`src/design/pdt_timer_consts.svh`:
```
// constant macros for the ten-bit periodic timer
// assumes: included by the timer top, the pin source and the bench, 32-bit bus words
`ifndef PDT_TIMER_CONSTS_SVH
`define PDT_TIMER_CONSTS_SVH
`define PDT_OFF_CTRL 8'h00
`define PDT_OFF_CTRL2 8'h04
`define PDT_OFF_FLAGS 8'h08
`define PDT_OFF_COUNT 8'h0C
`define PDT_OFF_COMPARE_REGISTER_A 8'h10
`define PDT_OFF_COMPARE_REGISTER_B 8'h14
`define PDT_OFF_PERIOD_REGISTER 8'h18
`define PDT_B_CLRSRC 4
`define PDT_B_RUN 5
`define PDT_B_INIT 6
`define PDT_B_INV 7
`define PDT_B_CAPSRC 8
`define PDT_CTRL_W 9
`define PDT_CTRL_RST 9'h000
`define PDT_WORD_RST 10'h000
`define PDT_WORD_ONE 10'h001
`define PDT_TICK_DIV 4
`define PDT_DIV_W 3
`define PDT_PIN_LOW 2'h1
`define PDT_PIN_HIGH 2'h2
`define PDT_PIN_TOG 2'h3
`define PDT_PIN_PWM 2'h2
`define PDT_PIN_ONCE 2'h3
`define PDT_EDGE_RISE 2'h0
`define PDT_EDGE_FALL 2'h1
`define PDT_EDGE_BOTH 2'h2
`define PDT_F_MODE 1:0
`define PDT_F_PINFN 3:2
`define PDT_F_CCLR 2:1
`define PDT_F_WORD 9:0
`define PDT_PIN_INACT 2'h0
`define PDT_PIN_ACT 2'h1
`define PDT_CLR_RISE 2'h1
`define PDT_CLR_FALL 2'h2
`define PDT_CLR_BOTH 2'h3
`endif

```
`src/design/pdt_timer_pkg.sv`:
```
// types shared by the periodic timer
// assumes: mode values here fit the two-bit mode field in the consts header
package pdt_timer_pkg;
  typedef logic [9:0] pdt_word_t;
  typedef enum logic [1:0] {
    PDT_MODE_CMP = 2'h0,
    PDT_MODE_CAP = 2'h1,
    PDT_MODE_PWM = 2'h2,
    PDT_MODE_TC = 2'h3
  } pdt_mode_t;
endpackage

```
`src/design/pdt_timer.sv`:
```
// ten-bit periodic timer with AHB-Lite register slave
// assumes: pins synchronous to hclk, one slave on the bus, zero wait
`timescale 1ns/1ps
`include "pdt_timer_consts.svh"
module pdt_timer (
  input wire logic hclk,
  input wire logic hresetn,
  input wire logic hsel,
  input wire logic [31:0] haddr,
  input wire logic [1:0] htrans,
  input wire logic hwrite,
  input wire logic [2:0] hsize,
  input wire logic [31:0] hwdata,
  input wire logic hready,
  output logic [31:0] hrdata,
  output logic hreadyout,
  output logic hresp,
  input wire logic timer_clock_pin,
  input wire logic capture_input_pin,
  output logic timer_out,
  output logic timer_out_en
);
  import pdt_timer_pkg::*;

  logic [`PDT_CTRL_W-1:0] ctrl_q;
  logic [1:0] cclr_q;
  logic edge_flag_q;
  logic flag_a_q, flag_p_q;
  pdt_timer_pkg::pdt_word_t cnt_q, compare_register_a_q, compare_register_b_q, period_register_q;
  logic [`PDT_DIV_W-1:0] div_q;
  logic tick_q;
  logic run_prev_q, ckp_prev_q, cap_prev_q;
  logic lvl_q, pend_q, pend_rise_q;
  logic wr_q;
  logic [7:0] wa_q;
  logic [31:0] rdata_q;
  logic out_q, out_en_q;

  pdt_mode_t mode;
  logic [1:0] pinfn;
  logic run, init_lvl, inv, clr_src;
  assign mode = pdt_mode_t'(ctrl_q[`PDT_F_MODE]);
  assign pinfn = ctrl_q[`PDT_F_PINFN];
  assign run = ctrl_q[`PDT_B_RUN];
  assign init_lvl = ctrl_q[`PDT_B_INIT];
  assign inv = ctrl_q[`PDT_B_INV];
  assign clr_src = ctrl_q[`PDT_B_CLRSRC];

  // bus: zero-wait, read data registered from the address phase
  logic addr_ok, bus_wr;
  assign addr_ok = hsel && hready && htrans[1];
  assign bus_wr = wr_q;

  always_ff @(posedge hclk or negedge hresetn) begin
    if (!hresetn) begin
      wr_q <= 1'b0;
      wa_q <= 8'h00;
    end else begin
      wr_q <= addr_ok && hwrite;
      wa_q <= haddr[7:0];
    end
  end

  always_ff @(posedge hclk or negedge hresetn) begin
    if (!hresetn) begin
      hreadyout <= 1'b0;
      hresp <= 1'b0;
    end else begin
      hreadyout <= 1'b1;
      hresp <= 1'b0;
    end
  end

  always_ff @(posedge hclk or negedge hresetn) begin
    if (!hresetn) begin
      rdata_q <= 32'h0000_0000;
    end else if (addr_ok && !hwrite) begin
      case (haddr[7:0])
        `PDT_OFF_CTRL: rdata_q <= {23'h000000, ctrl_q};
        `PDT_OFF_CTRL2: rdata_q <= {29'h00000000, cclr_q, edge_flag_q};
        `PDT_OFF_FLAGS: rdata_q <= {30'h00000000, flag_p_q, flag_a_q};
        `PDT_OFF_COUNT: rdata_q <= {22'h000000, cnt_q};
        `PDT_OFF_COMPARE_REGISTER_A: rdata_q <= {22'h000000, compare_register_a_q};
        `PDT_OFF_COMPARE_REGISTER_B: rdata_q <= {22'h000000, compare_register_b_q};
        `PDT_OFF_PERIOD_REGISTER: rdata_q <= {22'h000000, period_register_q};
        default: rdata_q <= 32'h0000_0000;
      endcase
    end
  end
  assign hrdata = rdata_q;

  // timer clock: one-cycle enable from a fixed divider of hclk
  always_ff @(posedge hclk or negedge hresetn) begin
    if (!hresetn) begin
      div_q <= '0;
      tick_q <= 1'b0;
    end else if (div_q == `PDT_DIV_W'(`PDT_TICK_DIV - 1)) begin
      div_q <= '0;
      tick_q <= 1'b1;
    end else begin
      div_q <= div_q + `PDT_DIV_W'(1);
      tick_q <= 1'b0;
    end
  end

  // comparators and edges
  logic run_rise, ckp_rise, a_hit, p_hit, is_cmp, is_sp, is_pwm, is_cap;
  logic step, duty_full, duty_on;
  logic src, src_rise, src_fall, cap_evt, clr_evt, latch;
  pdt_word_t period_register_m1;
  logic [10:0] period;
  assign run_rise = run && !run_prev_q;
  assign ckp_rise = timer_clock_pin && !ckp_prev_q;
  assign is_cmp = (mode == PDT_MODE_CMP) || (mode == PDT_MODE_TC);
  assign is_pwm = (mode == PDT_MODE_PWM) && (pinfn != `PDT_PIN_ONCE);
  assign is_sp = (mode == PDT_MODE_PWM) && (pinfn == `PDT_PIN_ONCE);
  assign is_cap = (mode == PDT_MODE_CAP);
  assign step = tick_q && run;
  // period 0 wraps to 3FF, so clearing after it gives 1024 counts
  assign period_register_m1 = period_register_q - `PDT_WORD_ONE;
  assign p_hit = (cnt_q == period_register_m1);
  // a zero compare A never matches in compare mode
  assign a_hit = (cnt_q == compare_register_a_q) && !(is_cmp && compare_register_a_q == `PDT_WORD_RST);
  assign period = {period_register_q == `PDT_WORD_RST, period_register_q};
  assign duty_full = ({1'b0, compare_register_a_q} >= period);
  assign duty_on = duty_full || (cnt_q < compare_register_a_q);
  assign src = ctrl_q[`PDT_B_CAPSRC] ? timer_clock_pin : capture_input_pin;
  assign src_rise = src && !cap_prev_q;
  assign src_fall = !src && cap_prev_q;
  always_comb begin
    cap_evt = 1'b0;
    case (pinfn)
      `PDT_EDGE_RISE: cap_evt = src_rise;
      `PDT_EDGE_FALL: cap_evt = src_fall;
      `PDT_EDGE_BOTH: cap_evt = src_rise || src_fall;
      default: cap_evt = 1'b0;
    endcase
    clr_evt = 1'b0;
    case (cclr_q)
      `PDT_CLR_RISE: clr_evt = src_rise;
      `PDT_CLR_FALL: clr_evt = src_fall;
      `PDT_CLR_BOTH: clr_evt = src_rise || src_fall;
      default: clr_evt = 1'b0;
    endcase
  end
  assign latch = is_cap && run && cap_evt;

  always_ff @(posedge hclk or negedge hresetn) begin
    if (!hresetn) begin
      run_prev_q <= 1'b0;
      ckp_prev_q <= 1'b0;
      cap_prev_q <= 1'b0;
    end else begin
      run_prev_q <= run;
      ckp_prev_q <= timer_clock_pin;
      cap_prev_q <= src;
    end
  end

  // control: hardware set or clear of run wins over the software write
  always_ff @(posedge hclk or negedge hresetn) begin
    if (!hresetn) begin
      ctrl_q <= `PDT_CTRL_RST;
    end else begin
      if (bus_wr && wa_q == `PDT_OFF_CTRL) begin
        ctrl_q <= hwdata[`PDT_CTRL_W-1:0];
      end
      if (is_sp && step && a_hit) begin
        ctrl_q[`PDT_B_RUN] <= 1'b0;
      end else if (is_sp && ckp_rise) begin
        ctrl_q[`PDT_B_RUN] <= 1'b1;
      end
    end
  end

  always_ff @(posedge hclk or negedge hresetn) begin
    if (!hresetn) begin
      cclr_q <= 2'h0;
    end else if (bus_wr && wa_q == `PDT_OFF_CTRL2) begin
      cclr_q <= hwdata[`PDT_F_CCLR];
    end
  end

  // counter
  always_ff @(posedge hclk or negedge hresetn) begin
    if (!hresetn) begin
      cnt_q <= `PDT_WORD_RST;
    end else if (is_sp && run_rise) begin
      cnt_q <= `PDT_WORD_RST;
    end else if (is_cap && run && clr_evt) begin
      cnt_q <= `PDT_WORD_RST;
    end else if (step) begin
      if (is_cmp && (clr_src ? a_hit : p_hit)) begin
        cnt_q <= `PDT_WORD_RST;
      end else if ((is_pwm || is_cap) && p_hit) begin
        cnt_q <= `PDT_WORD_RST;
      end else begin
        cnt_q <= cnt_q + `PDT_WORD_ONE;
      end
    end
  end

  // compare registers; a capture beats a software write
  always_ff @(posedge hclk or negedge hresetn) begin
    if (!hresetn) begin
      compare_register_a_q <= `PDT_WORD_RST;
      compare_register_b_q <= `PDT_WORD_RST;
      period_register_q <= `PDT_WORD_RST;
    end else begin
      if (bus_wr && wa_q == `PDT_OFF_COMPARE_REGISTER_A) compare_register_a_q <= hwdata[`PDT_F_WORD];
      if (bus_wr && wa_q == `PDT_OFF_COMPARE_REGISTER_B) compare_register_b_q <= hwdata[`PDT_F_WORD];
      if (bus_wr && wa_q == `PDT_OFF_PERIOD_REGISTER) period_register_q <= hwdata[`PDT_F_WORD];
      if (latch && clr_evt) begin
        compare_register_b_q <= cnt_q;
      end else if (latch) begin
        compare_register_a_q <= cnt_q;
      end
    end
  end

  // latch flags trail the capture by up to one tick
  always_ff @(posedge hclk or negedge hresetn) begin
    if (!hresetn) begin
      pend_q <= 1'b0;
      pend_rise_q <= 1'b0;
      edge_flag_q <= 1'b0;
    end else begin
      if (latch) begin
        pend_q <= 1'b1;
        pend_rise_q <= src_rise;
      end else if (tick_q) begin
        pend_q <= 1'b0;
      end
      if (pend_q && tick_q) begin
        edge_flag_q <= pend_rise_q;
      end
    end
  end

  // status flags: write 1 to clear, a set in the same cycle wins
  logic set_a, set_p;
  assign set_a = (step && a_hit && !is_cap) || (pend_q && tick_q);
  assign set_p = step && p_hit && !is_sp && !(is_cmp && clr_src);
  always_ff @(posedge hclk or negedge hresetn) begin
    if (!hresetn) begin
      flag_a_q <= 1'b0;
      flag_p_q <= 1'b0;
    end else begin
      if (set_a) begin
        flag_a_q <= 1'b1;
      end else if (bus_wr && wa_q == `PDT_OFF_FLAGS && hwdata[0]) begin
        flag_a_q <= 1'b0;
      end
      if (set_p) begin
        flag_p_q <= 1'b1;
      end else if (bus_wr && wa_q == `PDT_OFF_FLAGS && hwdata[1]) begin
        flag_p_q <= 1'b0;
      end
    end
  end

  // compare-mode pin level, moved only by A match or run rise
  always_ff @(posedge hclk or negedge hresetn) begin
    if (!hresetn) begin
      lvl_q <= 1'b0;
    end else if (run_rise) begin
      lvl_q <= init_lvl;
    end else if (mode == PDT_MODE_CMP && step && a_hit) begin
      case (pinfn)
        `PDT_PIN_LOW: lvl_q <= 1'b0;
        `PDT_PIN_HIGH: lvl_q <= 1'b1;
        `PDT_PIN_TOG: lvl_q <= !lvl_q;
        default: lvl_q <= lvl_q;
      endcase
    end
  end

  logic out_d, en_d;
  always_comb begin
    out_d = 1'b0;
    en_d = 1'b1;
    if (mode == PDT_MODE_CMP) begin
      out_d = lvl_q ^ inv;
    end else if (is_pwm) begin
      case (pinfn)
        `PDT_PIN_INACT: out_d = !init_lvl ^ inv;
        `PDT_PIN_ACT: out_d = init_lvl ^ inv;
        default: out_d = (run && duty_on ? init_lvl : !init_lvl) ^ inv;
      endcase
    end else if (is_sp) begin
      out_d = (run ? init_lvl : !init_lvl) ^ inv;
    end else begin
      en_d = 1'b0;
    end
  end

  always_ff @(posedge hclk or negedge hresetn) begin
    if (!hresetn) begin
      out_q <= 1'b0;
      out_en_q <= 1'b0;
    end else begin
      out_q <= out_d;
      out_en_q <= en_d;
    end
  end
  assign timer_out = out_q;
  assign timer_out_en = out_en_q;

  localparam int LAT_MAX = `PDT_TICK_DIV + 1;
endmodule

```
`config.mk`:
```
export PLATFORM = sky130hd
export DESIGN_NAME = pdt_timer
export DESIGN_NICKNAME = d
export VERILOG_FILES = /design/src/design/pdt_timer_pkg.sv /design/src/design/pdt_timer.sv
export VERILOG_INCLUDE_DIRS = /design/src /design/src/design
export SDC_FILE = /design/constraint.sdc
export NUM_CORES = 1
export LEC_CHECK = 0
export BUFFER_PORTS_ARGS = -buffer_cell sky130_fd_sc_hd__buf_2
export CAP_MARGIN = 20
export CORE_MARGIN = 2
export CORE_UTILIZATION = 60
export CTS_BUF_LIST = sky130_fd_sc_hd__clkbuf_4
export CTS_CLUSTER_DIAMETER = 80
export DETAILED_ROUTE_END_ITERATION = 7
export PLACE_DENSITY = 0.88
export SKIP_LAST_GASP = 1
export SYNTH_ARGS = -nofsm -noshare
export SYNTH_HDL_FRONTEND = slang
export SYNTH_SLANG_ARGS = --single-unit
```
`constraint.sdc`:
```
create_clock -name hclk -period 8.7 [get_ports hclk]
set_clock_uncertainty 0.2 [all_clocks]
set_input_delay 0.435 -clock hclk [delete_from_list [all_inputs] [get_ports hclk]]
set_output_delay 0.435 -clock hclk [all_outputs]
set_load 0.005 [all_outputs]
```
==> impl_metrics.json <==
{
  "drv_cap": 0,
  "synth_most_common_cell": "dfrtp_1",
  "tightest_slew_ns": 1.03,
  "syn2layout_area_growth_pct": 6.99,
  "multi_input_area_um2": 2860,
  "drtAntennaViolNets": 0,
  "clock-root-buffer": "clkbuf_4",
  "dieHeight_um": 99.1,
  "grt_max_degree": 87,
  "rr_endpoint": "cnt_q[2]$_DFFE_PN0P_",
  "slew_headroom_pct": 30.5,
  "crit_fanout": 12,
  "required_ns": 8.85,
  "fillers": 652,
  "clk_latency_ns": 0.46,
  "synth_area_um2": 5420,
  "fmaxAchievable_mhz": 287,
  "crit_start": "period_register_q[1]$_DFFE_PN0P_",
  "grtUsageTotal_pct": 28.9,
  "die_x_um": 99.1,
  "cts.sinks": 86,
  "hold_class": "input port to flop",
  "worstSetupEndpointType": "flop",
  "grt_remaining_overflow": 0,
  "initial_core_util_pct": 61.9,
  "syn_area_per_cell_um2": 9.38,
  "cts.clk_slew.worst_paths_ns": 0.14,
  "antennaDiodeCount": 0,
  "power_density_nw_per_um2": 143,
  "rows": 34,
  "cts_tree": "done",
  "num_vias": 4550,
  "startpoint_type": "flop",
  "place_congestion": 0.950,
  "yosysTopAreaCell": "dfrtp_1",
  "status": "completed",
  "numCtsBuffers": 9,
  "cp-endpoint": "cnt_q[2]$_DFFE_PN0P_",
  "grt_pass1_wl_um": 22400,
  "fp.coreArea_um2": 8760,
  "ys_types": 72,
  "portBuffers": 38,
  "post_cts_buffers": 0,
  "fin_setup_tns_ns": 0,
  "route.detailed.drc": 0,
  "synthTopCellsByArea": "dfrtp_1, ha_1, mux2i_1, mux2_2, o21ai_0",
  "hpwlAfterDp_um": 9890,
  "clockBufferDepth": 2,
  "synth_common_cells": "dfrtp_1, nand2_1, nor2_1, inv_1, o21ai_0",
  "ys_warn_count": 0,
  "synth_ff_type": "dfrtp_1",
  "seqCellArea_um2": 2150,
  "worstPathArrival_ns": 3.64,
  "peakVddDrop_mv": 0.0767,
  "min_period_ns": 3.48,
  "r2r-start": "period_register_q[1]$_DFFE_PN0P_",
  "period_share_pct": 40.1,
  "totalWireLength_um": 13800,
  "yosysTopAreaCellShare_pct": 39.7,
  "viasPerCell": 6.40,
  "ys_ff_latch": 86,
  "drtIter0Drc": 460,
  "h-tree-depth": 3,
  "drv_slew": 0,
  "drt_first_pass_iters": 6,
  "setup_violations": 0,
  "critPathKind": "flop to flop",
  "p_leak_nw": 2.83,
  "grt_setup_unrepaired": "false",
  "synthCells": 578,
  "die_area_um2": 9810,
  "final_hold_viol_count": 0,
  "grt_pass1_vias": 4527,
  "whs_ns": 0.0287,
  "grt_antenna_before_repair": 0,
  "io_pins": 112,
  "drive_gt1_share_pct": 14.4,
  "layout.nets": 702,
  "ff2ff_setup_slack_ns": 5.22,
  "rr_worst_depth": 9,
  "post_drt_wl_per_cell_um": 19.4,
  "ys_seq_area_share_pct": 39.7,
  "synth_edf_count": 0,
  "async_reset_ff_share_pct": 100
}
==> kinds of logic (layout without fill, tap and decap cells) <==
kind of cell / count (synthesis) / in the layout / share of synthesized area, %
xor gates and xnor gates: 18 / 18 / 2.91
other: 2 / 24 / 0.138
adders and majority gates: 28 / 28 / 6.46
muxes: 53 / 53 / 10.7
DFF: 86 / 86 / 39.7
buffers and inverters: 99 / 102 / 9.18
and+or+nand+nor: 168 / 168 / 15.8
AOI/OAI and AO/OA: 124 / 124 / 15.1
==> cell usage in the layout (no fill, tap or decap), types with 3 or more instances in the layout <==
master / netlist / final
bufinv_16: 0 / 4
clkbuf_4: 0 / 9
a21oi_1: 27 / 27
nor2b_1: 11 / 11
xnor2_1: 11 / 11
a21o_1: 7 / 7
nand4_1: 8 / 8
mux2i_1: 30 / 30
a221oi_1: 6 / 6
nand2b_1: 3 / 3
dlygate4sd3_1: 0 / 7
nor4_1: 4 / 3
buf_2: 5 / 37
nand3_1: 15 / 15
o21ai_0: 39 / 39
mux2_2: 20 / 20
xor2_1: 7 / 7
and2_1: 4 / 4
dfrtp_1: 86 / 86
nor2_1: 41 / 41
a22oi_1: 4 / 4
conb_1: 2 / 24
a31oi_1: 7 / 7
nand2_1: 45 / 45
and3_1: 5 / 5
nand3b_1: 4 / 4
inv_1: 40 / 40
nor3_1: 8 / 8
ha_1: 28 / 28
or3_1: 5 / 5
==> stage by stage <==
stage | cell area, µm² | utilization (%) | instances | setup WS, ns | total power (W)
floorplan | 5510 | - | 600 | 5.72 | 0.000484
global placement | 5490 | 62.7 | 687 | 5.38 | 0.000502
detailed placement | 5490 | 62.7 | 687 | 5.30 | 0.000508
CTS | 5760 | 65.8 | 709 | 5.29 | 0.000827
global route | 5800 | 66.2 | 711 | 5.10 | 0.000857
finish | 5800 | 66.2 | 711 | 5.22 | 0.000827
==> what timing repair did <==
| item | in CTS | in global routing |
|---|---|---|
| hold buffers | 6 | 1 |
| resized for setup | 0 | 0 |
| hold endpoints to repair | 6 | 24 |
==> cell type report <==
| type | count | area share [%] |
|---|---|---|
| sequential | 86 | 37.1 |
| tap | 108 | 2.33 |
| multi-input combinational | 415 | 49.3 |
| clock buffer | 9 | 1.16 |
| inverter | 40 | 2.59 |
| clock inverter | 7 | 2.50 |
| timing repair buffer | 46 | 5.00 |
==> power breakdown <==
part	switching (W)	internal [W]	total, W
combinational	0.0000468	0.0000332	0.0000801
sequential	0.0000155	0.000411	0.000426
clock	0.000145	0.000176	0.000321
total	0.000207	0.000620	0.000827
==> critical path, stage by stage (launching register included) <==
cell,delay (ns)
dfrtp_1,0.50
inv_1,0.13
ha_1,0.32
or4b_1,0.62
xnor2_1,0.18
o32ai_1,0.17
o2111ai_1,0.21
o41a_1,0.62
a311oi_1,0.36
nor2_1,0.07
==> metal layers <==
layer	routed length [µm]	global-route usage, %	up-vias	share of wire (%)
li1	-	-	2042	-
met1	5500	37.5	2183	40
met2	6560	46.5	276	48
met3	1310	7.45	49	9.5
met4	414	11.4	0	3.0
met5	0	0	-	0
==> sequential cells by signal, summed over array words and instances, names as in the netlist <==
register,cells
div_q,3
hrdata,10
cap_prev_q,1
timer_out,1
pend_q,1
pend_rise_q,1
timer_out_en,1
cclr_q,2
ctrl_q,9
bus_wr,1
lvl_q,1
compare_register_a_q,10
period_register_q,10
tick_q,1
cnt_q,10
wa_q,8
compare_register_b_q,10
flag_p_q,1
flag_a_q,1
hreadyout,1
edge_flag_q,1
ckp_prev_q,1
run_prev_q,1
==> how the worst min path moves through the flow <==
| stage | cells past startpoint | startpoint | endpoint |
|---|---|---|---|
| final | 3 | hwdata[0] | ctrl_q[0]$_DFFE_PN0P_ |
| after global routing | 3 | hwdata[0] | ctrl_q[0]$_DFFE_PN0P_ |
| after CTS | 1 | hresetn | hreadyout$_DFF_PN0_ |
| after detailed placement | 1 | div_q[0]$_DFF_PN0_ | div_q[0]$_DFF_PN0_ |
| after global placement | 1 | div_q[0]$_DFF_PN0_ | div_q[0]$_DFF_PN0_ |
| after floorplan | 0 | hresetn | bus_wr$_DFF_PN0_ |
Power figures use the tool's default switching activity.
